[config.mk]
export PLATFORM = sky130hd
export DESIGN_NAME = switch_input_supply_fault_ctrl
export DESIGN_NICKNAME = d
export VERILOG_FILES = /design/src/inc/supply_fault_pkg.sv /design/src/core/bit_sync.sv /design/src/core/switch_input_supply_fault_ctrl.sv
export SDC_FILE = /design/constraint.sdc
export NUM_CORES = 1
export LEC_CHECK = 0
export BUFFER_PORTS_ARGS = -buffer_cell sky130_fd_sc_hd__clkbuf_2
export CORE_MARGIN = 4
export CORE_UTILIZATION = 35
export DETAILED_ROUTE_END_ITERATION = 10
export GPL_ROUTABILITY_DRIVEN = 0
export HOLD_SLACK_MARGIN = 0.1
export PLACE_DENSITY_LB_ADDON = 0.08
export SYNTH_ARGS = -nofsm -noshare
export SYNTH_HDL_FRONTEND = slang
export SYNTH_SLANG_ARGS = --single-unit
[constraint.sdc]
create_clock -name clk -period 11 [get_ports clk]
set_input_delay 1.1 -clock clk [delete_from_list [all_inputs] [get_ports clk]]
set_output_delay 1.1 -clock clk [all_outputs]
set_load 0.02 [all_outputs]
[src/inc/supply_fault_pkg.sv]
`default_nettype none
package supply_fault_pkg;
    // Input arrangement
    localparam int NUM_INPUTS = 24;
    localparam int NUM_SINKABLE = 10;
    localparam int GROUP_SIZE = 4;
    localparam int NUM_GROUPS = 6;
    localparam int NUM_WET_FIELDS = 15;
    localparam int WET_A_FIELDS = 8;
    localparam int WET_B_FIELDS = 7;
    localparam int WET_W = 3;
    localparam int THR_W = 2;
    localparam int IDX_W = 5;
    localparam logic [4:0] IDX_NONE = 5'h18;
    // Wetting current codes
    localparam logic [2:0] WET_0MA = 3'h0;
    localparam logic [2:0] WET_1MA = 3'h1;
    localparam logic [2:0] WET_2MA = 3'h2;
    localparam logic [2:0] WET_5MA = 3'h3;
    localparam logic [2:0] WET_10MA = 3'h4;
    localparam logic [2:0] WET_15MA = 3'h5;
    // Threshold codes
    localparam logic [1:0] THR_2V0 = 2'h0;
    localparam logic [1:0] THR_2V7 = 2'h1;
    localparam logic [1:0] THR_3V0 = 2'h2;
    localparam logic [1:0] THR_4V0 = 2'h3;
    localparam logic [1:0] THR_RESET = THR_2V0;
    // Serial frame
    localparam int CMD_W = 8;
    localparam logic [3:0] CMD_BITS = 4'h8;
    localparam logic [7:0] READ_INT_CMD = 8'h01;
    localparam int ST_FAULT = 7;
    localparam int ST_UV_EV = 6;
    localparam int ST_OV_EV = 5;
    localparam int ST_SC_EV = 4;
    localparam int ST_UV_LIVE = 3;
    localparam int ST_OV_LIVE = 2;
    // Poll states
    typedef enum logic [1:0] {
        POLL_HALT = 2'b01,
        POLL_SCAN = 2'b10
    } poll_state_type;
endpackage : supply_fault_pkg
`default_nettype wire

[src/core/bit_sync.sv]
`default_nettype none
module bit_sync #(
    parameter int WIDTH = 1
) (
    // Clock and reset
    input wire logic clk,
    input wire logic rst_n,
    // Bits
    input wire logic [WIDTH-1:0] async_in,
    output logic [WIDTH-1:0] sync_out
);
    logic [WIDTH-1:0] stage_reg;
    logic [WIDTH-1:0] out_reg;

    always_ff @(posedge clk or negedge rst_n) begin
        if (!rst_n) begin
            stage_reg <= '0;
            out_reg <= '0;
        end else begin
            stage_reg <= async_in;
            out_reg <= stage_reg;
        end
    end

    assign sync_out = out_reg;
endmodule : bit_sync
`default_nettype wire

[src/core/switch_input_supply_fault_ctrl.sv]
`default_nettype none
// Overview of operation
// - Any supply fault entry switches off all wetting currents and halts monitoring.
// - Under-voltage entry pulls alert low, sets event flag and live status.
// - Over-voltage entry pulls alert low, sets event flag and live status.
// - Serial status carries supply-fault flag while a supply event is pending.
// - Alert released, flags cleared at chip-select rise after an interrupt read.
// - Serial link and stored state keep working through supply faults.
// - Fault held while comparator holds; no repeat interrupt once cleared.
// - Under-voltage exit pulls alert, sets event flag, clears live status.
// - Over-voltage exit pulls alert, sets event flag, clears live status.
// - After recovery polling restarts from lowest enabled input with present settings.
// - First poll cycle after recovery raises change event and sets baseline.
// - Power-on reset clears everything; controller must reprogram configuration.
// - One threshold applies to each group of four consecutive inputs.
// - Threshold field picks 2 V, 2.7 V, 3 V or 4 V.
// - Wetting current shared by pairs, except inputs 4, 5, 10, 11, 22, 23.
// - Inputs 10 to 23 only source; 0 to 9 sink when select bit set.
// - Disabled input has no wetting current and is not monitored.
// - All input enables clear after reset.
// - Wetting field picks 0, 1, 2, 5, 10 or 15 mA, resets to 0.
// - Wetting current and monitoring only while monitoring-run bit is set.
// - Alert is active-low open drain, driven only while asserted.
module switch_input_supply_fault_ctrl (
    // Clock and reset
    input wire logic clk,
    input wire logic rstn,
    // Supply comparators
    input wire logic undervolt_detect,
    input wire logic overvolt_detect,
    // Serial link
    input wire logic spi_cs_n,
    input wire logic spi_sclk,
    input wire logic spi_si,
    output logic spi_so,
    output logic spi_so_oe,
    // Alert open drain
    output logic alert_n_out,
    output logic alert_n_oe,
    // Configuration
    input wire logic monitor_run,
    input wire logic [23:0] input_enable,
    input wire logic [9:0] sink_select,
    input wire logic [11:0] threshold_group_reg,
    input wire logic [23:0] wet_current_cfg_a,
    input wire logic [20:0] wet_current_cfg_b,
    // Switch comparators
    input wire logic [23:0] switch_input_pin,
    // Drive and status
    output logic [23:0] current_source,
    output logic [9:0] current_sink,
    output logic [71:0] wet_level,
    output logic [47:0] input_threshold,
    output logic [23:0] switch_status,
    output logic monitoring_active,
    output logic undervolt_event_flag,
    output logic overvolt_event_flag,
    output logic switch_change_event,
    output logic undervolt_live_status,
    output logic overvolt_live_status,
    output logic supply_fault_serial_flag
);
    function automatic logic [3:0] wet_field(input int i);
        logic [3:0] f;
        f = 4'h0;
        if (i < 4) f = 4'(i / 2);
        else if (i == 4) f = 4'h2;
        else if (i == 5) f = 4'h3;
        else if (i < 10) f = 4'(i / 2 + 1);
        else if (i == 10) f = 4'h6;
        else if (i == 11) f = 4'h7;
        else if (i < 22) f = 4'(i / 2 + 2);
        else if (i == 22) f = 4'hD;
        else f = 4'hE;
        return f;
    endfunction : wet_field

    function automatic logic [4:0] next_enabled(input logic [23:0] en, input logic [5:0] start);
        logic [4:0] r;
        r = supply_fault_pkg::IDX_NONE;
        for (int k = 23; k >= 0; k--) begin
            if (en[k] && 6'(k) >= start) r = 5'(k);
        end
        return r;
    endfunction : next_enabled

    // Reset release
    logic [1:0] rst_pipe_reg;
    logic rst_n_s;
    always_ff @(posedge clk or negedge rstn) begin
        if (!rstn) rst_pipe_reg <= 2'h0;
        else rst_pipe_reg <= {rst_pipe_reg[0], 1'b1};
    end
    assign rst_n_s = rst_pipe_reg[1];

    // Input synchronisers
    logic uv_s, ov_s, cs_act_s, cs_n_s, sclk_s, si_s;
    logic [23:0] sw_s;
    // Select synced inverted so its reset value is the idle level
    bit_sync #(.WIDTH(29)) u_sync (
        .clk(clk),
        .rst_n(rst_n_s),
        .async_in({undervolt_detect, overvolt_detect, !spi_cs_n, spi_sclk, spi_si,
                   switch_input_pin}),
        .sync_out({uv_s, ov_s, cs_act_s, sclk_s, si_s, sw_s})
    );
    assign cs_n_s = !cs_act_s;

    // Serial state
    logic cs_prev_reg, cs_prev_next, sclk_prev_reg, sclk_prev_next;
    logic [3:0] bit_cnt_reg, bit_cnt_next;
    logic [7:0] cmd_reg, cmd_next, tx_reg, tx_next;
    logic read_int_reg, read_int_next, so_reg, so_next, so_oe_reg, so_oe_next;
    logic cs_fall, cs_rise, sclk_rise, sclk_fall, int_clear;
    logic [7:0] status_word, cmd_shift;

    // Supply and event state
    logic uv_live_reg, uv_live_next, ov_live_reg, ov_live_next;
    logic uv_ev_reg, uv_ev_next, ov_ev_reg, ov_ev_next, sc_ev_reg, sc_ev_next;
    logic alert_reg, alert_next, alert_out_reg, alert_out_next;
    logic fault_flag_reg, fault_flag_next;
    logic uv_change, ov_change, recovery, fault, cycle_change;

    // Poll state
    supply_fault_pkg::poll_state_type state_reg, state_next;
    logic [4:0] idx_reg, idx_next, first_idx, after_idx;
    logic [23:0] sample_reg, sample_next, stat_reg, stat_next;
    logic first_reg, first_next, active_run;

    // Drive state
    logic [23:0] src_reg, src_next;
    logic [9:0] snk_reg, snk_next;
    logic [71:0] wet_reg, wet_next;
    logic [47:0] thr_reg, thr_next;
    logic mon_reg, mon_next;

    // Serial frame handling
    always_comb begin
        cs_fall = cs_prev_reg && !cs_n_s;
        cs_rise = !cs_prev_reg && cs_n_s;
        sclk_rise = !cs_n_s && !sclk_prev_reg && sclk_s;
        sclk_fall = !cs_n_s && sclk_prev_reg && !sclk_s;
        int_clear = cs_rise && read_int_reg;
        cmd_shift = {cmd_reg[6:0], si_s};
        status_word = 8'h00;
        status_word[supply_fault_pkg::ST_FAULT] = fault_flag_reg;
        status_word[supply_fault_pkg::ST_UV_EV] = uv_ev_reg;
        status_word[supply_fault_pkg::ST_OV_EV] = ov_ev_reg;
        status_word[supply_fault_pkg::ST_SC_EV] = sc_ev_reg;
        status_word[supply_fault_pkg::ST_UV_LIVE] = uv_live_reg;
        status_word[supply_fault_pkg::ST_OV_LIVE] = ov_live_reg;
        cs_prev_next = cs_n_s;
        sclk_prev_next = sclk_s;
        bit_cnt_next = bit_cnt_reg;
        cmd_next = cmd_reg;
        tx_next = tx_reg;
        read_int_next = read_int_reg;
        so_next = so_reg;
        so_oe_next = so_oe_reg;
        if (cs_fall) begin
            tx_next = status_word;
            so_next = status_word[7];
            so_oe_next = 1'b1;
            bit_cnt_next = 4'h0;
            read_int_next = 1'b0;
        end else if (cs_rise) begin
            so_oe_next = 1'b0;
            read_int_next = 1'b0;
        end else if (sclk_rise && bit_cnt_reg < supply_fault_pkg::CMD_BITS) begin
            cmd_next = cmd_shift;
            bit_cnt_next = bit_cnt_reg + 4'h1;
            if (bit_cnt_next == supply_fault_pkg::CMD_BITS
                && cmd_shift == supply_fault_pkg::READ_INT_CMD) begin
                read_int_next = 1'b1;
            end
        end else if (sclk_fall) begin
            tx_next = {tx_reg[6:0], 1'b0};
            so_next = tx_reg[6];
        end
    end

    always_ff @(posedge clk or negedge rst_n_s) begin
        if (!rst_n_s) begin
            cs_prev_reg <= 1'b1;
            sclk_prev_reg <= 1'b0;
            bit_cnt_reg <= 4'h0;
            cmd_reg <= 8'h00;
            tx_reg <= 8'h00;
            read_int_reg <= 1'b0;
            so_reg <= 1'b0;
            so_oe_reg <= 1'b0;
        end else begin
            cs_prev_reg <= cs_prev_next;
            sclk_prev_reg <= sclk_prev_next;
            bit_cnt_reg <= bit_cnt_next;
            cmd_reg <= cmd_next;
            tx_reg <= tx_next;
            read_int_reg <= read_int_next;
            so_reg <= so_next;
            so_oe_reg <= so_oe_next;
        end
    end

    // Supply faults and event flags
    always_comb begin
        uv_live_next = uv_s;
        ov_live_next = ov_s;
        uv_change = uv_s != uv_live_reg;
        ov_change = ov_s != ov_live_reg;
        fault = uv_live_reg || ov_live_reg;
        recovery = fault && !uv_s && !ov_s;
        uv_ev_next = (uv_ev_reg && !int_clear) || uv_change;
        ov_ev_next = (ov_ev_reg && !int_clear) || ov_change;
        sc_ev_next = (sc_ev_reg && !int_clear) || cycle_change;
        alert_next = (alert_reg && !int_clear) || uv_change || ov_change || cycle_change;
        alert_out_next = !alert_next;
        fault_flag_next = uv_ev_next || ov_ev_next;
    end

    always_ff @(posedge clk or negedge rst_n_s) begin
        if (!rst_n_s) begin
            uv_live_reg <= 1'b0;
            ov_live_reg <= 1'b0;
            uv_ev_reg <= 1'b0;
            ov_ev_reg <= 1'b0;
            sc_ev_reg <= 1'b0;
            alert_reg <= 1'b0;
            alert_out_reg <= 1'b1;
            fault_flag_reg <= 1'b0;
        end else begin
            uv_live_reg <= uv_live_next;
            ov_live_reg <= ov_live_next;
            uv_ev_reg <= uv_ev_next;
            ov_ev_reg <= ov_ev_next;
            sc_ev_reg <= sc_ev_next;
            alert_reg <= alert_next;
            alert_out_reg <= alert_out_next;
            fault_flag_reg <= fault_flag_next;
        end
    end

    // Polling of enabled inputs
    always_comb begin
        active_run = monitor_run && !fault && !uv_s && !ov_s;
        first_idx = next_enabled(input_enable, 6'h00);
        after_idx = next_enabled(input_enable, {1'b0, idx_reg} + 6'h01);
        state_next = state_reg;
        idx_next = idx_reg;
        sample_next = sample_reg;
        stat_next = stat_reg;
        first_next = first_reg || recovery;
        cycle_change = 1'b0;
        case (state_reg)
            supply_fault_pkg::POLL_HALT: begin
                if (active_run && first_idx != supply_fault_pkg::IDX_NONE) begin
                    state_next = supply_fault_pkg::POLL_SCAN;
                    idx_next = first_idx;
                    sample_next = 24'h000000;
                end
            end
            supply_fault_pkg::POLL_SCAN: begin
                if (!active_run) begin
                    state_next = supply_fault_pkg::POLL_HALT;
                end else begin
                    sample_next[idx_reg] = sw_s[idx_reg] && input_enable[idx_reg];
                    if (after_idx == supply_fault_pkg::IDX_NONE) begin
                        stat_next = sample_next & input_enable;
                        cycle_change = first_reg || (stat_next != stat_reg);
                        first_next = 1'b0;
                        idx_next = first_idx;
                        sample_next = 24'h000000;
                        if (first_idx == supply_fault_pkg::IDX_NONE) begin
                            state_next = supply_fault_pkg::POLL_HALT;
                        end
                    end else begin
                        idx_next = after_idx;
                    end
                end
            end
            default: begin
                state_next = supply_fault_pkg::POLL_HALT;
            end
        endcase
    end

    always_ff @(posedge clk or negedge rst_n_s) begin
        if (!rst_n_s) begin
            state_reg <= supply_fault_pkg::POLL_HALT;
            idx_reg <= 5'h00;
            sample_reg <= 24'h000000;
            stat_reg <= 24'h000000;
            first_reg <= 1'b0;
        end else begin
            state_reg <= state_next;
            idx_reg <= idx_next;
            sample_reg <= sample_next;
            stat_reg <= stat_next;
            first_reg <= first_next;
        end
    end

    // Wetting current and threshold drive
    always_comb begin
        logic [3:0] f;
        logic [2:0] code;
        logic on;
        f = 4'h0;
        code = 3'h0;
        on = 1'b0;
        mon_next = active_run;
        src_next = 24'h000000;
        snk_next = 10'h000;
        wet_next = 72'h0;
        thr_next = 48'h0;
        for (int i = 0; i < supply_fault_pkg::NUM_INPUTS; i++) begin
            f = wet_field(i);
            if (f < 4'(supply_fault_pkg::WET_A_FIELDS)) code = wet_current_cfg_a[f*3 +: 3];
            else code = wet_current_cfg_b[(f - 4'h8)*3 +: 3];
            if (code > supply_fault_pkg::WET_15MA) code = supply_fault_pkg::WET_0MA;
            on = active_run && input_enable[i];
            if (i < supply_fault_pkg::NUM_SINKABLE && sink_select[i]) snk_next[i] = on;
            else src_next[i] = on;
            wet_next[i*3 +: 3] = on ? code : supply_fault_pkg::WET_0MA;
            thr_next[i*2 +: 2] = threshold_group_reg[(i / 4)*2 +: 2];
        end
    end

    always_ff @(posedge clk or negedge rst_n_s) begin
        if (!rst_n_s) begin
            src_reg <= 24'h000000;
            snk_reg <= 10'h000;
            wet_reg <= 72'h0;
            thr_reg <= 48'h0;
            mon_reg <= 1'b0;
        end else begin
            src_reg <= src_next;
            snk_reg <= snk_next;
            wet_reg <= wet_next;
            thr_reg <= thr_next;
            mon_reg <= mon_next;
        end
    end

    assign spi_so = so_reg;
    assign spi_so_oe = so_oe_reg;
    assign alert_n_out = alert_out_reg;
    assign alert_n_oe = alert_reg;
    assign current_source = src_reg;
    assign current_sink = snk_reg;
    assign wet_level = wet_reg;
    assign input_threshold = thr_reg;
    assign switch_status = stat_reg;
    assign monitoring_active = mon_reg;
    assign undervolt_event_flag = uv_ev_reg;
    assign overvolt_event_flag = ov_ev_reg;
    assign switch_change_event = sc_ev_reg;
    assign undervolt_live_status = uv_live_reg;
    assign overvolt_live_status = ov_live_reg;
    assign supply_fault_serial_flag = fault_flag_reg;
endmodule : switch_input_supply_fault_ctrl
`default_nettype wire

==> impl_metrics.py, run 1 <==
metrics = {
    "synth": {
        "synth.distinct_cells": 80,
        "synth-adder-area-share_pct": 0.904,
        "synth_most_common_cell": "dfrtp_1",
        "synth_seq_cells": 264,
        "synth-edff-count": 0,
        "yosys-top-cells-count": "dfrtp_1 (261), nand2_1 (172), nor2_1 (114)",
        "async_flop_share_pct": 100,
        "yosys.area_share.simple_pct": 20.8,
        "yosysTopAreaCell": "dfrtp_1",
        "syn-instance-count": 1266,
        "seq_area_frac_synth_pct": 53.1,
        "synth_top_area_share_pct": 52.4,
        "avgSynthCellArea_um2": 9.84,
        "synth_top_family_by_area": "simple AND/OR/NAND/NOR gates",
        "syn_nets": 1398,
        "ys.flop_type": "dfrtp_1",
        "synth-xor-area-share_pct": 0.281,
        "synthTopCellsByArea": "dfrtp_1 (52%), nand2_1 (5.2%), o21ai_0 (3.6%)",
        "ys_warn_count": 0,
        "synth_mux_area_share_pct": 4.22,
        "netlist_area_um2": 12500,
        "synth_compound_area_share_pct": 14.3,
    },
    "power_and_ir_drop": {
        "p_per_area_nw_per_um2": 165,
        "p_leak_nw": 7.17,
        "comb_power_share_pct": 19.2,
        "ir_worst_vdd_mv": 0.120,
        "switching_share_pct": 30.0,
        "power_w": 0.00247,
        "seq_power_share_pct": 42.6,
        "p_clk_share_pct": 38.2,
        "p_switching_w": 0.000741,
        "internal_power_w": 0.00173,
    },
    "setup_path": {
        "reg2reg_depth": 11,
        "crit_type": "register to register",
        "cp_slowest_cell": "ha_1",
        "end_kind": "register",
        "cp_common_cell": "buf_4",
        "slowest_delay_ns": 0.98,
        "critPathBufInv": 2,
        "crit_arrival_ns": 5.14,
        "r2r_slack_ns": 6.35,
        "r2r-start": "idx_reg[1]",
        "cp.required_ns": 11.49,
        "path_delay_family": "compound AO/OA/AOI/OAI gates",
        "startpoint_type": "register",
        "regToRegEndpoint": "sample_reg[0]",
        "worstPathMaxFanout": 33,
        "cp_cell_sequence": "buf_4 -> ha_1 -> a21boi_2 -> nand2_1 -> a211oi_1 -> o21ba_2 -> and4_1 -> a41o_1 -> buf_4 -> or3_1 -> o221ai_1",
    },
    "clock_tree": {
        "numCtsBuffers": 29,
        "post-cts-setup-buffers": 0,
        "clk_pin_slew_ns": 0.06,
        "clock_latency_ns": 0.58,
        "cts_tree": "done",
        "clock_sinks": 264,
        "h-tree-depth": 1,
        "holdBufCountCts": 0,
        "cts_max_path_buffers": 3,
        "cts_resized": 0,
        "root_buffer": "clkbuf_16",
    },
    "finish": {
        "final_area_um2": 15000,
        "largest_register_ffs": 72,
        "layout-drive-gt1-share_pct": 26.7,
        "utilization_pct": 43.1,
        "fin_nets": 1646,
        "antennaDiodeCount": 0,
        "area_growth_syn_to_layout_pct": 20.4,
    },
    "timing": {
        "min_period_ns": 4.65,
        "maxSlewViolCount": 0,
        "fmax_ghz": 0.215,
        "fin_worst_skew_ns": 0.0381,
        "worst_slack_ns": 6.35,
        "tightestPinTransition_ns": 1.09,
        "setup_viol": 0,
        "max-slew-margin-rel_pct": 27.0,
        "hold_viol_final": 0,
        "rsz0062_at_grt": "false",
        "finalSetupTns_ns": 0,
        "finalCritPeriodShare_pct": 42.3,
    },
    "place": {
        "placed_cell_area_um2": 14100,
        "dp_slack_ns": 6.36,
        "post-dp-hpwl_um": 29400,
        "port_buffers": 311,
    },
    "global_route": {
        "grt_overflow": 0,
        "grt_first_pass_wirelength_um": 61700,
        "grt_max_degree": 83,
        "grt_pass1_vias": 10300,
        "antenna_found_initial": 0,
        "grt_use_total_pct": 20.2,
    },
    "detailed_routing": {
        "drc": 0,
        "first_pass_iters": 6,
        "routed_wl_um": 40700,
        "ant_nets": 0,
        "vias_per_cell": 5.29,
        "routedWlPerCell_um": 20.5,
        "vias": 10500,
        "drtIter0Drc": 814,
    },
    "floorplanning": {
        "core_region_area_um2": 34800,
        "start_util_pct": 35.8,
        "ioPinCount": 312,
        "die_area_um2": 38700,
        "dieWidth_um": 197,
        "die_h_um": 197,
        "fp-row-count": 68,
    },
    "outcome": {
        "status": "complete, no violations",
    },
    "run": {
        "maxCapViolCount": 0,
    },
    "worst_hold_path": {
        "min_path_type": "primary input to async pin",
    },
}
[cell type report]
class / count / area (um^2)
Clock buffer: 45 / 856
Clock inverter: 4 / 60.1
Fill cell: 3428 / 19800
Inverter: 54 / 203
Multi-Input combinational cell: 843 / 5060
Sequential cell: 264 / 6620
Tap cell: 455 / 569
Timing Repair Buffer: 322 / 1640
[layout by cell type (no fill, tap or decap), types with 7 or more instances in the layout]
cell type	count
a211oi_1	7
a21oi_1	37
a22o_1	8
a22oi_1	10
a31oi_1	14
and2_1	8
and3_1	21
buf_4	11
clkbuf_1	9
clkbuf_16	29
clkbuf_2	311
clkbuf_8	7
dfrtp_1	258
ha_1	9
inv_1	54
mux2_2	14
mux2i_1	21
mux4_2	7
nand2_1	172
nand2b_1	41
nand3_1	33
nand3b_1	8
nand4b_1	7
nor2_1	114
nor2b_1	13
nor3_1	19
nor3b_1	20
nor4_1	14
o2111ai_1	8
o211ai_1	8
o21a_1	8
o21ai_0	89
o221ai_1	7
o22ai_1	7
o31ai_1	11
[through the flow]
stage | hold slack, ns | std cells
after detailed placement | 0.335 | 1938
after CTS | 0.261 | 1987
final | 0.292 | 1987
after global routing | 0.269 | 1987
after floorplan | 0.331 | 1266
after global placement | 0.336 | 1938
[metal layers]
layer	part of all wire, %	vias to the layer above	GRT usage, %
met5	0	-	0
met2	47	485	33.0
met4	3.1	0	5.86
met1	42	5035	27.7
li1	-	4903	-
met3	8.0	87	3.85
[worst max-delay path by stage]
stage,from,to,slack [ns],depth (start not counted)
floorplan,rst_pipe_reg[1],alert_n_oe,3.10,0
global placement,idx_reg[1],sample_reg[1],6.48,11
detailed placement,idx_reg[1],sample_reg[0],6.36,11
CTS,idx_reg[1],sample_reg[0],6.36,11
global route,idx_reg[1],sample_reg[1],5.98,11
finish,idx_reg[1],sample_reg[0],6.35,11
[cells by family after synthesis]
family          count (synthesis)
simple gates                  516
compound gates                271
flops                         264
buf+inv                       159
mux                            42
fa+ha+maj                       9
xor+xnor                        4
other cells                     1
[power by group through the flow]
stage                     combinational, W  sequential [W]  clock [W]
after floorplan                   0.000323         0.00108          0
after global placement            0.000469         0.00107          0
after detailed placement          0.000469         0.00107          0
after CTS                         0.000471         0.00105   0.000974
after global routing              0.000516         0.00106    0.00102
final                             0.000476         0.00105   0.000943
No activity file was read; power rests on OpenSTA's default activity.
==> inputs of run 2 (changes only) <==
==> constraint.sdc (replaced) <==
create_clock -name clk -period 4.43 [get_ports clk]
set_input_delay 0.443 -clock clk [delete_from_list [all_inputs] [get_ports clk]]
set_output_delay 0.443 -clock clk [all_outputs]
set_load 0.02 [all_outputs]
==> impl_metrics.py, run 2 (synthesis gave the netlist of run 1 again) <==
metrics = {
    "power_and_ir_drop": {
        "p_per_area_nw_per_um2": 405,
        "p_leak_nw": 7.63,
        "comb_power_share_pct": 19.1,
        "seq_power_share_pct": 40.7,
        "power_w": 0.00649,
        "ir_worst_vdd_mv": 0.288,
        "p_clk_share_pct": 40.2,
        "switching_share_pct": 29.5,
        "internal_power_w": 0.00458,
        "p_switching_w": 0.00191,
    },
    "place": {
        "post-dp-hpwl_um": 30600,
        "dp_slack_ns": 0.503,
        "port_buffers": 311,
    },
    "clock_tree": {
        "numCtsBuffers": 30,
        "cts_tree": "done",
        "cts_max_path_buffers": 3,
        "post-cts-setup-buffers": 0,
        "h-tree-depth": 1,
        "clk_pin_slew_ns": 0.06,
        "clock_latency_ns": 0.57,
        "root_buffer": "clkbuf_16",
        "clock_sinks": 264,
    },
    "detailed_routing": {
        "ant_nets": 0,
        "drc": 0,
        "routedWlPerCell_um": 20.4,
        "first_pass_iters": 6,
        "drtIter0Drc": 916,
        "routed_wl_um": 42400,
        "vias": 11100,
        "vias_per_cell": 5.31,
    },
    "timing": {
        "maxSlewViolCount": 0,
        "max-slew-margin-rel_pct": 26.0,
        "setup_viol": 0,
        "worst_slack_ns": 0.314,
        "fin_worst_skew_ns": 0.0211,
        "finalSetupTns_ns": 0,
        "rsz0062_at_grt": "false",
        "tightestPinTransition_ns": 1.11,
        "min_period_ns": 4.12,
        "hold_viol_final": 0,
        "finalCritPeriodShare_pct": 92.9,
        "fmax_ghz": 0.243,
    },
    "floorplanning": {
        "ioPinCount": 312,
        "core_region_area_um2": 34800,
        "start_util_pct": 35.8,
        "dieWidth_um": 197,
        "die_area_um2": 38700,
        "die_h_um": 197,
        "fp-row-count": 68,
    },
    "finish": {
        "register_area_um2": 6610,
        "layout-drive-gt1-share_pct": 26.5,
        "final_cell_mix": "clkbuf_2 (311), dfrtp_1 (260), nand2_1 (172), nor2_1 (114), o21ai_0 (89)",
        "antennaDiodeCount": 0,
        "multi_input_area_um2": 5060,
        "largest_register_ffs": 72,
        "nFillCells": 3388,
        "layout_commonest_cell": "clkbuf_2",
        "fin_nets": 1736,
        "area_growth_syn_to_layout_pct": 28.5,
    },
    "run": {
        "maxCapViolCount": 0,
    },
    "setup_path": {
        "end_kind": "register",
        "crit_arrival_ns": 4.52,
        "startpoint_type": "register",
        "worstPathMaxFanout": 11,
        "cp.required_ns": 4.83,
        "crit_type": "register to register",
    },
    "global_route": {
        "grt_overflow": 0,
        "grt_max_degree": 98,
        "antenna_found_initial": 0,
        "grt_pass1_vias": 10900,
        "grt_first_pass_wirelength_um": 64700,
        "grt_use_total_pct": 21.1,
    },
    "outcome": {
        "status": "complete, no violations",
    },
    "worst_hold_path": {
        "min_path_type": "primary input to register",
    },
}
==> run 2: worst paths after layout <==
| kind | from | to | slack, ns | cells after the start |
|---|---|---|---|---|
| min in group asynchronous | rstn | rst_pipe_reg[0] | 0.20 | 2 |
| hold / removal | wet_current_cfg_b[1] | wet_level[37] | 0.14 | 3 |
| max in group asynchronous | rst_pipe_reg[1] | undervolt_live_status | 3.18 | 1 |
| hold reg to reg | rst_pipe_reg[1] | current_source[20] | 0.25 | 0 |
| setup reg to reg | idx_reg[0] | switch_change_event | 0.31 | 11 |
| setup / recovery | idx_reg[0] | switch_change_event | 0.31 | 11 |
==> run 2: power by group through the flow <==
stage	logic (W)	clock network, W	registers, W
2_1_floorplan	0.000801	0	0.00267
3_3_place_gp	0.00117	0	0.00268
3_5_place_dp	0.00116	0	0.00268
4_1_cts	0.00122	0.00270	0.00264
5_1_grt	0.00134	0.00279	0.00266
6_report	0.00124	0.00261	0.00264
==> run 2: area by class of cell <==
| cell class | instances | area share (%) |
|---|---|---|
| Sequential cell | 264 | 41.3 |
| Clock buffer | 41 | 5.39 |
| Timing Repair Buffer | 411 | 15.7 |
| Inverter | 54 | 1.27 |
| Tap cell | 455 | 3.55 |
| Multi-Input combinational cell | 843 | 31.6 |
| Clock inverter | 14 | 1.16 |
==> run 2: repair_timing <==
action | in CTS | in global routing
gates resized for setup | 0 | 0
hold buffers | 75 | 0
endpoints found under the hold margin | 84 | 0
==> run 2: metrics by stage <==
stage	util [%]	hold slack, ns	area [um^2]	cells
2_1_floorplan	-	0.147	12500	1266
3_3_place_gp	40.8	0.229	14200	1952
3_5_place_dp	40.8	0.232	14200	1952
4_1_cts	46.0	0.111	16000	2082
5_1_grt	46.0	0.132	16000	2082
6_report	46.0	0.139	16000	2082
==> run 2: per-layer routing <==
| layer | track usage (%) | vias to the layer above | wire [um] |
|---|---|---|---|
| met3 | 3.44 | 116 | 3260 |
| met2 | 34.9 | 524 | 19700 |
| met1 | 28.6 | 5335 | 17800 |
| met5 | 0 | - | 0 |
| li1 | - | 5087 | - |
| met4 | 6.88 | 0 | 1630 |
==> run 2: critical path, stage by stage, from the launching register on <==
cell	delay, ns
dfrtp_1	0.57
inv_1	0.27
ha_1	0.47
nand2b_1	0.23
nor2_1	0.35
nor2b_1	0.15
a2111oi_0	0.66
nand4_1	0.25
nor4_1	0.35
o221ai_1	0.19
nor3_2	0.34
a22oi_1	0.12
==> inputs of run 3 (changes only) <==
--- a/config.mk
+++ b/config.mk
@@ -11,6 +11,7 @@
 export DETAILED_ROUTE_END_ITERATION = 10
 export GPL_ROUTABILITY_DRIVEN = 0
 export HOLD_SLACK_MARGIN = 0.1
+export MAX_ROUTING_LAYER = met4
 export PLACE_DENSITY_LB_ADDON = 0.08
 export SYNTH_ARGS = -nofsm -noshare
 export SYNTH_HDL_FRONTEND = slang
==> constraint.sdc (replaced) <==
create_clock -name clk -period 4.43 [get_ports clk]
set_input_delay 0.6645 -clock clk [delete_from_list [all_inputs] [get_ports clk]]
set_output_delay 0.6645 -clock clk [all_outputs]
set_load 0.02 [all_outputs]
==> impl_metrics.py, run 3 (synthesis gave the netlist of run 1 again) <==
metrics = {
    "floorplanning": {
        "core_region_area_um2": 34800,
        "start_util_pct": 35.8,
        "ioPinCount": 312,
        "dieWidth_um": 197,
        "die_h_um": 197,
        "fp-row-count": 68,
        "die_area_um2": 38700,
    },
    "detailed_routing": {
        "routedWlPerCell_um": 20.4,
        "vias_per_cell": 5.32,
        "vias": 10700,
        "first_pass_iters": 6,
        "drtIter0Drc": 1010,
        "routed_wl_um": 41100,
        "drc": 0,
        "ant_nets": 0,
    },
    "finish": {
        "final_area_um2": 15200,
        "largest_register_ffs": 72,
        "final_cell_mix": "clkbuf_2 (311), dfrtp_1 (260), nand2_1 (172), nor2_1 (114), o21ai_0 (89)",
        "area_growth_syn_to_layout_pct": 22.3,
        "fin_nets": 1662,
        "layout-drive-gt1-share_pct": 27.6,
        "layout_commonest_cell": "clkbuf_2",
        "antennaDiodeCount": 0,
    },
    "timing": {
        "rsz0062_at_grt": "false",
        "max-slew-margin-rel_pct": 28.4,
        "finalSetupTns_ns": 0,
        "hold_viol_final": 0,
        "tightestPinTransition_ns": 1.07,
        "maxSlewViolCount": 0,
        "min_period_ns": 3.93,
        "finalCritPeriodShare_pct": 88.6,
        "fin_worst_skew_ns": 0.0211,
        "setup_viol": 0,
        "holdWs_ns": 0.213,
        "fmax_ghz": 0.255,
    },
    "place": {
        "placed_cell_area_um2": 14200,
        "port_buffers": 311,
        "post-dp-hpwl_um": 30500,
    },
    "setup_path": {
        "worst-path-stages": 11,
        "cp.required_ns": 4.82,
        "critPathBufInv": 1,
        "crit_arrival_ns": 4.32,
        "crit_type": "register to register",
        "slowest_delay_ns": 0.61,
        "reg2reg_depth": 11,
        "r2r_slack_ns": 0.50,
        "cp_slowest_cell": "nor4b_2",
        "cp_cell_sequence": "buf_4 -> ha_1 -> nor4b_2 -> nand2b_1 -> o32ai_1 -> nor4_1 -> nand4_1 -> nor4_1 -> o221ai_1 -> nor3_2 -> a22oi_1",
        "end_kind": "register",
        "worstPathMaxFanout": 30,
        "path_delay_family": "simple AND/OR/NAND/NOR gates",
        "startpoint_type": "register",
        "cp_common_cell": "nor4_1",
    },
    "global_route": {
        "grt_overflow": 0,
        "grt_pass1_vias": 10300,
        "grt_first_pass_wirelength_um": 62100,
        "grt_max_degree": 120,
        "antenna_found_initial": 0,
        "grt_use_total_pct": 20.9,
    },
    "outcome": {
        "status": "complete, no violations",
    },
    "power_and_ir_drop": {
        "power_w": 0.00637,
        "comb_power_share_pct": 18.7,
        "p_per_area_nw_per_um2": 418,
        "internal_power_w": 0.00452,
        "ir_worst_vdd_mv": 0.336,
        "switching_share_pct": 29.1,
        "p_leak_nw": 7.31,
        "seq_power_share_pct": 41.3,
        "p_clk_share_pct": 40.0,
        "p_switching_w": 0.00186,
    },
    "clock_tree": {
        "root_buffer": "clkbuf_16",
        "h-tree-depth": 1,
        "clock_latency_ns": 0.56,
        "cts_tree": "done",
        "numCtsBuffers": 29,
        "clk_pin_slew_ns": 0.06,
        "cts_resized": 0,
        "cts_max_path_buffers": 3,
        "clock_sinks": 264,
    },
    "worst_hold_path": {
        "min_path_type": "primary input to register",
        "whs_path_depth": 1,
    },
    "run": {
        "maxCapViolCount": 0,
    },
}
==> run 3: final cells by class <==
cell class,count,area [um^2]
timing repair buffer,338,1790
sequential,264,6610
clock inverter,13,198
inverter,54,203
tap,455,569
fill,3456,19600
clock buffer,41,811
multi-input combinational,843,5060
==> run 3: what timing repair did <==
item	CTS	global route
hold buffers	1	0
endpoints found under the hold margin	2	0
setup buffers	0	0
==> run 3: worst paths after layout <==
kind / start / end
worst max-delay path: idx_reg[1] / alert_n_oe
min in group asynchronous: rst_pipe_reg[1] / sample_reg[20]
worst min-delay path: switch_input_pin[18] / u_sync.stage_reg[18]
worst max register to register: idx_reg[1] / alert_n_oe
worst min register to register: rst_pipe_reg[1] / sample_reg[20]
max in group asynchronous: rst_pipe_reg[1] / wet_level[2]
==> run 3: power groups by stage <==
stage	logic (W)	clock network, W	registers, W
after floorplan	0.000801	0	0.00267
after detailed placement	0.00117	0	0.00268
after CTS	0.00118	0.00262	0.00263
after global routing	0.00130	0.00274	0.00265
after global placement	0.00118	0	0.00267
final	0.00119	0.00255	0.00263
==> run 3: worst reg2reg max path, delay by kind of cell, from the launching register on <==
kind,cells,cell delay (ns)
buf+inv,1,0.40
simple gates,6,2.11
flops,1,0.36
fa+ha+maj,1,0.49
compound gates,3,0.41
==> run 3: routing by layer <==
metal	track usage [%]	share of wire [%]
met5	-	0
met4	6.52	3.5
met3	4.03	7.5
met2	32.1	46
met1	28.4	43
==> run 3: per-stage QoR <==
step	utilization [%]	setup slack (ns)	std cells
after CTS	43.8	0.581	2008
after floorplan	-	0.103	1266
after global placement	40.9	0.617	1953
final	43.8	0.503	2008
after global routing	43.8	0.240	2008
after detailed placement	40.9	0.620	1953
